## src/coc_defines.vh

```
`ifndef COC_DEFINES_VH
`define COC_DEFINES_VH
// comparator instances sharing one idle group
`define COC_NCMP 2
// apb register byte offsets
`define COC_OFF_CTRL0 8'h00
`define COC_OFF_CTRL1 8'h04
`define COC_OFF_STATE 8'h08
`define COC_OFF_ISTAT 8'h0C
`define COC_OFF_IMASK 8'h10
`define COC_OFF_FCLR 8'h14
`define COC_ADDR_W 8
// comparator_control_register fields
`define COC_B_EN 0
`define COC_B_INV 1
`define COC_B_FLT 2
`define COC_B_FCLK 3
`define COC_B_SIDL 4
`define COC_B_ROE 5
`define COC_B_GAIN 6
`define COC_F_RNG_LO 7
`define COC_F_RNG_HI 8
`define COC_F_DAC_LO 16
`define COC_F_DAC_HI 25
`define COC_CTRL_MASK 32'h03FF01FF
`define COC_CTRL_RST 32'h00000000
// reference range codes
`define COC_RNG_HALF_SUPPLY 2'h0
`define COC_RNG_INTERNAL 2'h1
`define COC_RNG_EXTERNAL 2'h2
// interrupt status layout: bits 0..1 trip, bits 2..3 fault latch
`define COC_ST_TRIP_LO 0
`define COC_ST_FAULT_LO 2
`define COC_ST_W 4
// timing: stretcher minimum width and filter stable count
`define COC_STRETCH_CYCLES 2'h3
`define COC_FILT_STABLE 2'h3
`define COC_ONE2 2'h1
`define COC_ZERO2 2'h0
`define COC_ZERO32 32'h00000000
`endif

```

## src/coc_conditioner.v

```verilog
`timescale 1ns/1ps
`include "coc_defines.vh"

module coc_conditioner (
	input wire pclk,
	input wire presetn,
	input wire psel,
	input wire penable,
	input wire pwrite,
	input wire [31:0] paddr,
	input wire [31:0] pwdata,
	output wire [31:0] prdata,
	output wire pready,
	output wire pslverr,
	input wire [1:0] comparator_pin,
	input wire filter_clock_pin,
	input wire sleep_mode,
	input wire idle_mode,
	output wire [1:0] comparator_out,
	output wire [1:0] adc_trigger,
	output wire [1:0] pwm_current_limit,
	output wire [1:0] pwm_current_minimum,
	output wire [1:0] pwm_fault_disable,
	output wire [1:0] comparator_enable,
	output wire [1:0] reference_output_enable,
	output wire [1:0] buffer_gain_select,
	output wire [3:0] reference_range_select,
	output wire [19:0] dac_level,
	output wire comparator_clock_gate,
	output wire wake_request,
	output wire irq
);

	////////////////////////////////////////////////////////////////////////////////
	// register storage
	reg [31:0] ctrl_mem [0:`COC_NCMP-1]; // comparator_control_register per comparator
	reg [`COC_ST_W-1:0] istat_reg; // sticky event bits
	reg [`COC_ST_W-1:0] imask_reg; // interrupt mask, same layout
	reg [31:0] prdata_reg; // registered read data
	reg pready_reg; // one wait state per access
	reg pslverr_reg; // unmapped address answer
	reg irq_reg; // level interrupt
	reg wake_reg; // sleep/idle wake request
	reg gate_reg; // logic clock gate indication
	// synchronisers and pipeline
	reg [1:0] cmp_sync1_reg; // first stage, read only by second
	reg [1:0] cmp_sync2_reg;
	reg fclk_sync1_reg; // first stage, read only by second
	reg fclk_sync2_reg;
	reg fclk_prev_reg; // edge detect on synced filter clock
	reg [1:0] stretch_reg; // stretched comparator result
	reg [1:0] filt_reg; // filter output level
	reg [1:0] out_reg; // conditioned result
	reg [1:0] out_prev_reg; // previous conditioned result for edges
	reg [1:0] trig_reg; // adc trigger pulses
	reg [1:0] fault_reg; // latched pwm disable
	reg [1:0] fault_clr_pulse; // software fault clear strobe
	// stretch and filter counters are kept per comparator inside the generate loop
	wire access_w; // completing access phase
	wire idle_stop_w; // idle group shutdown
	wire filt_tick_ext_w; // rising edge of external filter clock
	wire [1:0] active_w; // comparator allowed to run
	wire [1:0] trip_w; // rising edge of conditioned result
	wire [1:0] fault_set_w; // new fault events

	////////////////////////////////////////////////////////////////////////////////
	// decode helper, used for every register
	function hit;
		input [31:0] addr;
		input [`COC_ADDR_W-1:0] off;
		begin
			hit = (addr[`COC_ADDR_W-1:0] == off) && (addr[31:`COC_ADDR_W] == 24'h000000);
		end
	endfunction

	assign access_w = psel & penable & pready_reg;
	// any stop-when-idle bit takes the whole group down while idle
	assign idle_stop_w = idle_mode & (ctrl_mem[0][`COC_B_SIDL] | ctrl_mem[1][`COC_B_SIDL]);
	assign filt_tick_ext_w = fclk_sync2_reg & ~fclk_prev_reg;
	assign trip_w = out_reg & ~out_prev_reg;

	////////////////////////////////////////////////////////////////////////////////
	// apb slave: setup, then one wait state, then completion
	always @(posedge pclk or negedge presetn) begin
		if (!presetn) begin
			pready_reg <= 1'b0;
			pslverr_reg <= 1'b0;
			prdata_reg <= `COC_ZERO32;
		end else begin
			// ready rises after the first access cycle, drops after completion
			pready_reg <= psel & penable & ~pready_reg;
			if (psel & penable & ~pready_reg) begin
				pslverr_reg <= ~(hit(paddr, `COC_OFF_CTRL0) | hit(paddr, `COC_OFF_CTRL1) |
					hit(paddr, `COC_OFF_STATE) | hit(paddr, `COC_OFF_ISTAT) |
					hit(paddr, `COC_OFF_IMASK) | hit(paddr, `COC_OFF_FCLR));
				// read mux, unmapped reads return zero
				if (hit(paddr, `COC_OFF_CTRL0))
					prdata_reg <= ctrl_mem[0];
				else if (hit(paddr, `COC_OFF_CTRL1))
					prdata_reg <= ctrl_mem[1];
				else if (hit(paddr, `COC_OFF_STATE))
					prdata_reg <= {24'h000000, fault_reg, stretch_reg, filt_reg, out_reg};
				else if (hit(paddr, `COC_OFF_ISTAT))
					prdata_reg <= {28'h0000000, istat_reg};
				else if (hit(paddr, `COC_OFF_IMASK))
					prdata_reg <= {28'h0000000, imask_reg};
				else
					prdata_reg <= `COC_ZERO32;
			end else begin
				pslverr_reg <= 1'b0;
			end
		end
	end

	////////////////////////////////////////////////////////////////////////////////
	// control, mask and fault clear writes
	always @(posedge pclk or negedge presetn) begin
		if (!presetn) begin
			ctrl_mem[0] <= `COC_CTRL_RST;
			ctrl_mem[1] <= `COC_CTRL_RST;
			imask_reg <= 4'h0;
			fault_clr_pulse <= 2'h0;
		end else begin
			fault_clr_pulse <= 2'h0;
			if (access_w & pwrite) begin
				// reserved bits never stored, so they read as zero
				if (hit(paddr, `COC_OFF_CTRL0))
					ctrl_mem[0] <= pwdata & `COC_CTRL_MASK;
				if (hit(paddr, `COC_OFF_CTRL1))
					ctrl_mem[1] <= pwdata & `COC_CTRL_MASK;
				if (hit(paddr, `COC_OFF_IMASK))
					imask_reg <= pwdata[`COC_ST_W-1:0];
				if (hit(paddr, `COC_OFF_FCLR))
					fault_clr_pulse <= pwdata[1:0];
			end
		end
	end

	////////////////////////////////////////////////////////////////////////////////
	// sticky status: write one clears, a new event wins over the clear
	always @(posedge pclk or negedge presetn) begin
		if (!presetn) begin
			istat_reg <= 4'h0;
		end else begin
			if (access_w & pwrite & hit(paddr, `COC_OFF_ISTAT))
				istat_reg <= (istat_reg & ~pwdata[`COC_ST_W-1:0]) | {fault_set_w, trip_w};
			else
				istat_reg <= istat_reg | {fault_set_w, trip_w};
		end
	end

	////////////////////////////////////////////////////////////////////////////////
	// pin synchronisers and filter clock edge
	always @(posedge pclk or negedge presetn) begin
		if (!presetn) begin
			cmp_sync1_reg <= 2'h0;
			cmp_sync2_reg <= 2'h0;
			fclk_sync1_reg <= 1'b0;
			fclk_sync2_reg <= 1'b0;
			fclk_prev_reg <= 1'b0;
		end else begin
			cmp_sync1_reg <= comparator_pin;
			cmp_sync2_reg <= cmp_sync1_reg;
			fclk_sync1_reg <= filter_clock_pin;
			fclk_sync2_reg <= fclk_sync1_reg;
			fclk_prev_reg <= fclk_sync2_reg;
		end
	end

	////////////////////////////////////////////////////////////////////////////////
	// per comparator chain: polarity, stretcher, filter, consumers
	genvar gi;
	generate
		for (gi = 0; gi < `COC_NCMP; gi = gi + 1) begin : g_cmp
			reg [1:0] str_cnt_reg; // remaining stretch cycles
			reg [1:0] flt_cnt_reg; // stable samples of a new level
			wire pol_w; // polarity applied result
			wire tick_w; // filter sample instant
			wire bypass_w; // filter skipped
			wire cond_w; // conditioned level before output flop

			assign active_w[gi] = ctrl_mem[gi][`COC_B_EN] & ~idle_stop_w;
			// invert before the stretcher so the minimum width applies to the chosen sense
			assign pol_w = (cmp_sync2_reg[gi] ^ ctrl_mem[gi][`COC_B_INV]) & active_w[gi];
			// system clock samples every cycle, external clock on its rising edge
			assign tick_w = ctrl_mem[gi][`COC_B_FCLK] ? filt_tick_ext_w : 1'b1;
			assign bypass_w = ~ctrl_mem[gi][`COC_B_FLT] | sleep_mode;
			// sleep path skips the clocked filter so a trip still reaches the interrupt
			assign cond_w = sleep_mode ? stretch_reg[gi] : filt_reg[gi];
			assign fault_set_w[gi] = trip_w[gi] & ~fault_reg[gi];

			// stretcher: held high for at least three system clocks after any pulse
			always @(posedge pclk or negedge presetn) begin
				if (!presetn) begin
					str_cnt_reg <= `COC_ZERO2;
					stretch_reg[gi] <= 1'b0;
				end else begin
					if (pol_w)
						str_cnt_reg <= `COC_STRETCH_CYCLES - `COC_ONE2;
					else if (str_cnt_reg != `COC_ZERO2)
						str_cnt_reg <= str_cnt_reg - `COC_ONE2;
					stretch_reg[gi] <= pol_w | (str_cnt_reg != `COC_ZERO2);
				end
			end

			// glitch filter: a new level must be seen on three successive samples
			always @(posedge pclk or negedge presetn) begin
				if (!presetn) begin
					flt_cnt_reg <= `COC_ZERO2;
					filt_reg[gi] <= 1'b0;
				end else if (bypass_w) begin
					// disabled filter forwards the stretched signal
					flt_cnt_reg <= `COC_ZERO2;
					filt_reg[gi] <= stretch_reg[gi];
				end else if (tick_w) begin
					if (stretch_reg[gi] == filt_reg[gi]) begin
						// same level as output: restart count
						flt_cnt_reg <= `COC_ZERO2;
					end else if (flt_cnt_reg == `COC_FILT_STABLE - `COC_ONE2) begin
						flt_cnt_reg <= `COC_ZERO2;
						filt_reg[gi] <= stretch_reg[gi];
					end else begin
						flt_cnt_reg <= flt_cnt_reg + `COC_ONE2;
					end
				end
			end

			// consumers: the output flop takes the conditioned level, trigger and fault follow its rising edge a cycle later
			always @(posedge pclk or negedge presetn) begin
				if (!presetn) begin
					out_reg[gi] <= 1'b0;
					out_prev_reg[gi] <= 1'b0;
					trig_reg[gi] <= 1'b0;
					fault_reg[gi] <= 1'b0;
				end else begin
					out_reg[gi] <= cond_w;
					out_prev_reg[gi] <= out_reg[gi];
					trig_reg[gi] <= trip_w[gi];
					// latch holds until software clears; a trip in the clear cycle wins
					if (trip_w[gi])
						fault_reg[gi] <= 1'b1;
					else if (fault_clr_pulse[gi])
						fault_reg[gi] <= 1'b0;
				end
			end
		end
	endgenerate

	////////////////////////////////////////////////////////////////////////////////
	// interrupt, wake and clock gate indication
	always @(posedge pclk or negedge presetn) begin
		if (!presetn) begin
			irq_reg <= 1'b0;
			wake_reg <= 1'b0;
			gate_reg <= 1'b0;
		end else begin
			irq_reg <= |(istat_reg & imask_reg);
			// a trip while sleeping or idle asks the system to wake
			wake_reg <= (sleep_mode | idle_mode) & |(stretch_reg & active_w);
			// logic clocks gated in sleep; analog parts may keep running
			gate_reg <= sleep_mode;
		end
	end

	////////////////////////////////////////////////////////////////////////////////
	// outputs, all from flip-flops except comparator_enable, which idle_mode gates directly
	assign prdata = prdata_reg;
	assign pready = pready_reg;
	assign pslverr = pslverr_reg;
	assign irq = irq_reg;
	assign wake_request = wake_reg;
	assign comparator_clock_gate = gate_reg;
	assign comparator_out = out_reg;
	assign adc_trigger = trig_reg;
	// current limit truncates pulse, current minimum truncates period, both level driven
	assign pwm_current_limit = out_reg;
	assign pwm_current_minimum = out_reg;
	assign pwm_fault_disable = fault_reg;
	assign comparator_enable = active_w;
	// single reference output enable per comparator; exclusivity is software's duty
	assign reference_output_enable = {ctrl_mem[1][`COC_B_ROE], ctrl_mem[0][`COC_B_ROE]};
	assign buffer_gain_select = {ctrl_mem[1][`COC_B_GAIN], ctrl_mem[0][`COC_B_GAIN]};
	assign reference_range_select = {ctrl_mem[1][`COC_F_RNG_HI:`COC_F_RNG_LO],
		ctrl_mem[0][`COC_F_RNG_HI:`COC_F_RNG_LO]};
	assign dac_level = {ctrl_mem[1][`COC_F_DAC_HI:`COC_F_DAC_LO], ctrl_mem[0][`COC_F_DAC_HI:`COC_F_DAC_LO]};

endmodule // coc_conditioner

```

## config.mk

```make
export PLATFORM = sky130hd
export DESIGN_NAME = coc_conditioner
export DESIGN_NICKNAME = d
export VERILOG_FILES = /design/src/coc_conditioner.v
export VERILOG_INCLUDE_DIRS = /design/src
export SDC_FILE = /design/constraint.sdc
export NUM_CORES = 1
export LEC_CHECK = 0
export BUFFER_PORTS_ARGS = -buffer_cell sky130_fd_sc_hd__buf_2
export CELL_PAD_IN_SITES_DETAIL_PLACEMENT = 2
export CELL_PAD_IN_SITES_GLOBAL_PLACEMENT = 2
export CORE_MARGIN = 8
export CORE_UTILIZATION = 35
export CTS_BUF_LIST = sky130_fd_sc_hd__clkbuf_16
export DETAILED_ROUTE_END_ITERATION = 7
export PLACE_DENSITY = 0.92
export SETUP_SLACK_MARGIN = 0.5
export SKIP_LAST_GASP = 1
export SYNTH_ARGS = -nofsm -noshare
export SYNTH_HDL_FRONTEND = slang
export SYNTH_SLANG_ARGS = --single-unit
```

## constraint.sdc

```tcl
create_clock -name pclk -period 2.6 [get_ports pclk]
set_input_delay 0.52 -clock pclk [delete_from_list [all_inputs] [get_ports pclk]]
set_output_delay 0.52 -clock pclk [all_outputs]
set_load 0.02 [all_outputs]
```

==> summary.txt, run 1 <==
Floorplan
  – FP Rows: 42
  – Num ports: 151
  – Core area: 13300 um^2
  – Total Die Area: 17700 um^2
  – Die height: around 130 um
  – Initial core utilization: 35.9%
  – Die W: ~130 um

Synth
  – Syn Area/Cell: 12.1 um^2
  – Post-synthesis sequential element count: between 90 and 100
  – Share of the synthesized area in the top cell type: 51.8%
  – Synth unique cells: between 40 and 50
  – Syn Std Cell Area: approximately 4800 um^2
  – Post-Syn Instances: 396
  – Synth area leaders: dfrtp_1, mux2_2, buf_4, mux2_4, a221o_1
  – Post-synthesis sequential area ratio: 51.8%
  – Synth area leader: dfrtp_1
  – Warnings from Yosys: 0

Placement
  – Placer Congestion: 0.840
  – IO buf count: 124
  – Dpl hpwl: 13.0 mm
  – Placed cell areas: 5390 um^2

STA
  – Worst-Margin Slew: 0.758 ns
  – Final Max Tran Viols: 0
  – Final Hold Vio Count: 0
  – Unrepaired setup endpoints after global routing: no
  – Worst slew margin: 49.0%
  – Period utilization: 79.8%
  – Setup TNS: 0 ns
  – Min Clock Period, post-route: 2.07 ns
  – FMAX: 482 MHz
  – Final Setup Violations: 0
  – Final hold slack: 0.164 ns
  – Layout Skew: 0.00879 ns

Finish
  – Syn-to-layout area delta: 20.8%
  – Max reg flops: 20
  – Design area: 5770 um^2
  – Share of layout cells above drive strength 1: ~44%
  – Nets: 578

Routing
  – Vias: around 3700
  – TritonRoute pass-1 iters: 4
  – Met3 wire len: 840 um
  – Drt drc: 0
  – Met1 WL: 6.66 mm
  – Iteration-0 DRC Markers: 250
  – Drt via density: around 5.4
  – Routed wl met2: 9.50 mm
  – Top Metal Used: met4
  – DR WL/cell: between 20 and 30 um
  – Post-route ant nets: 0
  – Post-Route WL: 17.7 mm

Run
  – Maximum capacitance violations: 0

GRT
  – First-pass GRT wire length: 27.3 mm
  – Vias in the first global route: 4391
  – Largest net degree at the start of global routing: 59
  – Total Routing Usage GR: 20.5%
  – Grt ovf: 0
  – Initial antenna violation count: 2

Clock tree
  – Worst-Skew Late Latency: 0.36 ns
  – Worst-path clk slew: 0.07 ns
  – Clock sinks: around 100
  – CTS root buf: clkbuf_16
  – CTS buffer count: 9
  – CTS tree: built
  – H-tree Lvls: 3
  – Clk buf depth: 2

Worst setup path
  – Setup crit start: pready$_DFF_PN0_
  – Slowest-stage cell, CP: and4_1
  – Worst Setup Path Type: register to register
  – Crit path max fanout: 12
  – Arrival time of the worst setup path: 2.31 ns
  – R2R Path Start: pready$_DFF_PN0_
  – Critical Path, Cell by Cell: and4_1 -> and2_1 -> nor3b_2 -> buf_4 -> mux2_2
  – WP data required: 2.84 ns
  – Reg2reg path depth: 5
  – Critical Path End Type: register
  – Worst setup SP type: register
  – CP max stage delay: 0.43 ns

Pwr
  – Power density cells: 557 nW/um^2
  – VDD IR-drop max: roughly 0.55 mV
  – LEAKAGE: 0.00292 uW

Outcome
  – Outcome: completed

Worst hold path
  – Class of the worst hold path: primary input to async pin
[final timing paths]
| kind | to | slack (ns) |
|---|---|---|
| worst max register to register | dac_level[18]$_DFFE_PN0P_ | 0.53 |
| max in group asynchronous | pwm_fault_disable[1]$_DFFE_PN0P_ | 1.72 |
| worst min-delay path | dac_level[11]$_DFFE_PN0P_ | 0.16 |
| worst min register to register | cmp_sync2_reg[0]$_DFF_PN0_ | 0.35 |
| min in group pclk | cmp_sync1_reg[0]$_DFF_PN0_ | 0.27 |
| worst max-delay path | dac_level[18]$_DFFE_PN0P_ | 0.53 |
[timing repair]
item,in CTS,in global routing
pin swaps,1,2
gates resized for setup,0,8
endpoints found under the setup margin,37,30
hold buffers,0,0
setup buffers,2,3
gates cloned,0,1
[synthesized netlist by cell type (all sizes together)]
library cell  instances
a22o                  4
nor4bb                1
o31ai                 8
a21oi                 6
or3b                  1
clkbuf               11
nand3b                1
a22oi                 2
buf                  51
nor2                  5
a221oi                4
nand4                 6
a31oi                 2
mux2i                 4
inv                  15
nor3                 10
conb                  1
xnor2                 2
dfrtp                99
o311a                 4
nand3                11
ha                    2
or3                   1
a221o                11
and2                 10
nor3b                 1
o21ai                 7
nor4                  8
nand2                26
a211oi                2
and4                  3
o211ai                1
nand2b               14
a32oi                 6
xor2                  4
mux2                 47
nor2b                 3
o22ai                 2
[layout by cell type (no fill, tap or decap), types with 3 or more instances in the layout]
cell | netlist | final
a21oi_1 | 6 | 6
a221o_1 | 11 | 11
a221oi_1 | 4 | 4
a22o_1 | 4 | 4
a32oi_1 | 6 | 6
and2_1 | 10 | 10
and4_1 | 3 | 3
buf_2 | 3 | 123
buf_4 | 46 | 19
clkbuf_16 | 0 | 9
conb_1 | 1 | 13
dfrtp_1 | 99 | 99
inv_1 | 15 | 15
mux2_2 | 37 | 37
mux2_4 | 10 | 10
mux2i_1 | 4 | 4
nand2_1 | 26 | 26
nand2b_1 | 14 | 14
nand3_1 | 11 | 11
nand4_1 | 4 | 4
nor2_1 | 5 | 5
nor2b_1 | 3 | 3
nor3_1 | 8 | 7
nor4_4 | 5 | 7
o21ai_0 | 7 | 6
o311a_1 | 4 | 4
o31ai_1 | 8 | 8
xor2_1 | 4 | 4
[report_power, final]
part           switching [uW]  leakage (uW)  total [uW]  internal [uW]
clock                     625      0.000142        1380            751
sequential               14.4       0.00134        1580           1560
combinational             187       0.00144         263           76.3
total                     826       0.00292        3220           2390
[metal layers]
metal | up-vias | GRT usage (%)
met5 | - | 0
met2 | 123 | 36.1
met3 | 49 | 6.25
met1 | 1926 | 21.4
met4 | 0 | 11.0
li1 | 1579 | -
[layout make-up]
class / count / area (um^2)
inverter: 15 / 56.3
multi-input combinational: 232 / 1910
timing repair buffer: 145 / 806
sequential: 99 / 2480
fill: 1393 / 7520
antenna: 2 / 5.00
clock inverter: 7 / 76.3
clock buffer: 9 / 225
tap: 176 / 220
[critical path, delay by kind of cell, from the launching register on]
kind	cells	cell delay (ns)
buffers and inverters	1	0.27
DFF	1	0.37
muxes	1	0.38
and+or+nand+nor	3	0.93
[logic make-up after synthesis]
kind of cell    count (synthesis)  share of synthesized area, %
fa+ha+maj                       2                         0.523
buf+inv                        77                          10.1
xor+xnor                        6                          1.10
flops                          99                          51.8
simple gates                  101                          14.0
other cells                     1                        0.0785
compound gates                 59                          9.63
mux                            51                          12.7
[metrics by stage]
step / setup WS, ns / cells / total power (uW) / utilization, %
5_1_grt: 0.476 / 685 / 3320 / 43.4
6_report: 0.526 / 685 / 3220 / 43.4
2_1_floorplan: 0.531 / 408 / 1710 / -
4_1_cts: 0.491 / 679 / 3250 / 42.9
3_5_place_dp: 0.0847 / 661 / 1860 / 40.5
3_3_place_gp: 0.289 / 661 / 1840 / 40.5
No activity file was read; power rests on OpenSTA's default activity.
==> run 2, diff against run 1 <==
ABC_AREA = 1   (was not set)
CORE_UTILIZATION = 26   (was 35)
PLACE_DENSITY = 0.82   (was 0.92)
clock period = 1.8 ns   (was 2.6 ns; I/O delays follow)
==> run 2 against run 1 <==
  * Final cell count rose by 43%
  * Highest routed layer is now met5
  * Non-clock buffer count rose by 99
  * Synthesized cell count rose by 36%
  * Routed wire length rose by 45%
  * Combinational power rose to 2.5 times the previous value
  * Utilization rose by 2.3 points
  * Clock skew rose by 0.0042 ns
  * Sequential power rose by 48%
  * Sequential share of layout area fell by 13 points
  * Worst hold slack got worse by 0.069 ns
  * First-iteration DRC count rose by 6.4%
  * Sequential cell count did not move
==> summary.txt, run 2 <==
Routing
  – Iteration-0 DRC Markers: 266 (was 250)
  – TritonRoute pass-1 iters: 4 (unchanged)
  – Drt via density: 4.90 (was 5.37)
  – Vias: 4798 (was 3677)
  – Post-route ant nets: 0 (unchanged)
  – DR WL/cell: 26.2 um (was 25.9 um)
  – Post-Route WL: 25.7 mm (was 17.7 mm)
  – Drt drc: 0 (unchanged)

Worst setup path
  – WP data required: 1.44 ns (was 2.84 ns)
  – Reg2reg path depth: 6 (was 5)
  – Worst Setup Path Type: register to output pin (was register to register)
  – Reg2reg end: dac_level[16]$_DFFE_PN0P_ (was dac_level[18]$_DFFE_PN0P_)
  – Critical Path End Type: output pin (was register)
  – Arrival time of the worst setup path: 1.42 ns (was 2.31 ns)
  – R2r setup slk: 0.26 ns (was 0.53 ns)
  – R2R Path Start: pready$_DFF_PN0_ (unchanged)
  – Worst setup SP type: register (unchanged)
  – Crit path max fanout: 2 (was 12)

GRT
  – Vias in the first global route: 5512 (was 4391)
  – Largest net degree at the start of global routing: 38 (was 59)
  – Grt ovf: 0 (unchanged)
  – Total Routing Usage GR: 19.1% (was 20.5%)
  – Initial antenna violation count: 1 (was 2)
  – First-pass GRT wire length: 32.4 mm (was 27.3 mm)

Finish
  – Multi-input gate area: 2610 um^2 (was 1910 um^2)
  – Share of layout cells above drive strength 1: 60.8% (was 44.0%)
  – Syn-to-layout area delta: 72.9% (was 20.8%)
  – Most frequent cells in the layout: dfrtp_1, buf_4, buf_2 (was buf_2, dfrtp_1, mux2_2)
  – Most common cell after layout, fill and taps aside: dfrtp_1 (was buf_2)
  – Nets: 821 (was 578)
  – Design area: 8190 um^2 (was 5770 um^2)
  – Fillers: 1837 (was 1393)
  – Post-route insts no fill: 979 (was 685)
  – Antenna Cells: 0 (was 2)
  – Max reg flops: 20 (unchanged)
  – Storage cell area: 2490 um^2 (was 2480 um^2)

Pwr
  – LEAKAGE: 0.00409 uW (was 0.00292 uW)
  – Int Pwr: 3620 uW (was 2390 uW)
  – Clock power frac: 40.6% (was 42.8%)
  – Total power: 5050 uW (was 3220 uW)
  – Sw frac: 28.3% (was 25.7%)
  – Share of total power in combinational logic: 13.1% (was 8.2%)
  – Power density cells: 617 nW/um^2 (was 557 nW/um^2)
  – VDD IR-drop max: 0.328 mV (was 0.551 mV)
  – Psw: 1430 uW (was 826 uW)
  – Reg power frac: 46.3% (was 49.0%)

Worst hold path
  – Class of the worst hold path: primary input to register (was primary input to async pin)
  – WHS Path Cells: 1
  – Hold Crit Start: comparator_pin[1]
  – Hold path endpoint: cmp_sync1_reg[1]$_DFF_PN0_

STA
  – Setup TNS: 0 ns (unchanged)
  – Final Hold Vio Count: 0 (unchanged)
  – Final Max Tran Viols: 0 (unchanged)
  – Final Setup Violations: 0 (unchanged)
  – Unrepaired setup endpoints after global routing: yes (was no)
  – FMAX: 562 MHz
  – Setup ws final: 0.0211 ns (was 0.526 ns)
  – Period utilization: a little over nine tenths
  – Min Clock Period, post-route: around 1.8 ns
  – Layout Skew: 0.0130 ns (was 0.00879 ns)

Floorplan
  – Core area: 17900 um^2 (was 13300 um^2)
  – FP Rows: 49 (was 42)
  – Die W: 151 um (was 133 um)
  – Initial core utilization: 26.5% (was 35.9%)
  – Num ports: 151 (unchanged)
  – Total Die Area: 22800 um^2 (was 17700 um^2)
  – Die height: 151 um (was 133 um)

Placement
  – Placed cell areas: 5490 um^2 (was 5390 um^2)
  – Setup WS pre-CTS: -0.180 ns (was 0.0847 ns)
  – Placer Congestion: 0.773 (was 0.840)
  – Dpl hpwl: 12.1 mm (was 13.0 mm)
  – IO buf count: 124 (unchanged)
  – Dpl cells: 862 (was 661)

Synth
  – Warnings from Yosys: 0 (unchanged)
  – Post-synthesis sequential area ratio: 52.3% (was 51.8%)
  – Async SR Flop Fraction: 100% (unchanged)
  – Synth unique cells: 32 (was 48)
  – Post-synth EDFFs: 0 (unchanged)
  – Post-synthesis sequential element count: 99 (unchanged)
  – Syn Area/Cell: 8.77 um^2 (was 12.1 um^2)
  – Share of the synthesized area in the top cell type: 52.3% (was 51.8%)
  – Synth top cells by count: nand2_1, dfrtp_1, inv_1 (was dfrtp_1, buf_4, mux2_2)
  – Syn Std Cell Area: 4740 um^2 (was 4780 um^2)
  – Post-Syn Instances: 540 (was 396)
  – Synth area leader: dfrtp_1 (unchanged)
  – Most instantiated library cell after synthesis: nand2_1 (was dfrtp_1)
  – Synth area leaders: dfrtp_1, nand2_1, buf_4, inv_1, nor2_1 (was dfrtp_1, mux2_2, buf_4, mux2_4, a221o_1)
  – Ys flop type: dfrtp_1 (unchanged)

Clock tree
  – Clk buf depth: 2 (unchanged)
  – CTS tree: built (unchanged)
  – CTS root buf: clkbuf_16 (unchanged)
  – Worst-path clk slew: 0.07 ns (about the same)
  – H-tree Lvls: 3 (unchanged)
  – Worst-Skew Late Latency: 0.37 ns (was 0.36 ns)
  – CTS buffer count: 9 (unchanged)
  – Clock sinks: 99 (unchanged)

Outcome
  – Outcome: completed (unchanged)

Run
  – Maximum capacitance violations: 0 (unchanged)
run 2: changes by cell type after synthesis, sizes merged, moves of 6 or more:
cell / delta
a21oi: +22
a221o: -11
a32oi: -6
and2: -10
inv: +39
mux2: -47
nand2: +101
nand2b: -14
nand3: +15
nand4: +9
nor2: +46
nor4: -8
o21ai: +50
o31ai: -8
run 2: repair_timing:
item,CTS,global route
setup buffers,57,28
endpoints found under the hold margin,30,0
gates cloned,15,0
hold buffers,1,0
setup endpoints to repair,110,118
gates resized for setup,183,188
pin swaps,35,42
run 2: final cells by class:
| type | instances | area share, % |
|---|---|---|
| tap | 229 | 3.50 |
| clock buffer | 9 | 2.75 |
| timing repair buffer | 244 | 28.0 |
| inverter | 54 | 2.64 |
| timing repair inverter | 1 | 0.0916 |
| multi-input combinational | 336 | 31.8 |
| clock inverter | 7 | 0.825 |
| sequential | 99 | 30.4 |
run 2: worst max-delay path: stages, from the launching register on:
cell,delay [ns]
dfrtp_1,0.42
o21ai_2,0.25
inv_2,0.13
nor2_4,0.13
buf_6,0.13
run 2: kinds of logic after synthesis:
| kind of cell | share of synthesized area, % |
|---|---|
| flip-flops | 52.3 |
| other | 0.0791 |
| adder cells (fa/ha/maj) | 0.528 |
| AND/OR/NAND/NOR | 21.2 |
| buffers and inverters | 14.0 |
| XOR/XNOR | 1.11 |
| AO/OA/AOI/OAI | 10.8 |
run 2: routing by layer:
layer	routed length, um	vias up	GRT usage (%)
met5	13	-	0
met4	1020	2	9.20
met3	1260	62	3.97
met2	13900	175	35.3
met1	9540	2458	20.4
li1	-	2101	-
run 2: power by group through the flow:
stage	Combinational (uW)	Sequential, uW	Clock [uW]
after floorplan	148	2430	0
after global placement	421	2380	0
after detailed placement	440	2380	0
after CTS	531	2330	2020
after global routing	700	2350	2140
final	664	2340	2050
run 2: worst max path at each step:
stage               depth (start not counted)                    start  slack (ns)                      end
floorplan                                  10                 paddr[7]        0.22  ctrl_mem[1]$_DFFE_PN0P_
finish                                      4  ctrl_mem[4]$_DFFE_PN0P_        0.02     comparator_enable[0]
global route                               15                paddr[28]       -0.03    prdata[1]$_DFFE_PN0P_
global placement                           12                paddr[25]      -0.009    prdata[5]$_DFFE_PN0P_
detailed placement                         10                paddr[29]       -0.18   istat_reg[2]$_DFF_PN0_
CTS                                         4  ctrl_mem[4]$_DFFE_PN0P_        0.16     comparator_enable[1]
run 2: stage by stage:
stage | utilization (%) | hold WS, ns
floorplan | - | 0.0644
global placement | 30.7 | 0.337
detailed placement | 30.7 | 0.339
CTS | 40.5 | 0.0899
global route | 45.8 | 0.0920
finish | 45.8 | 0.0945
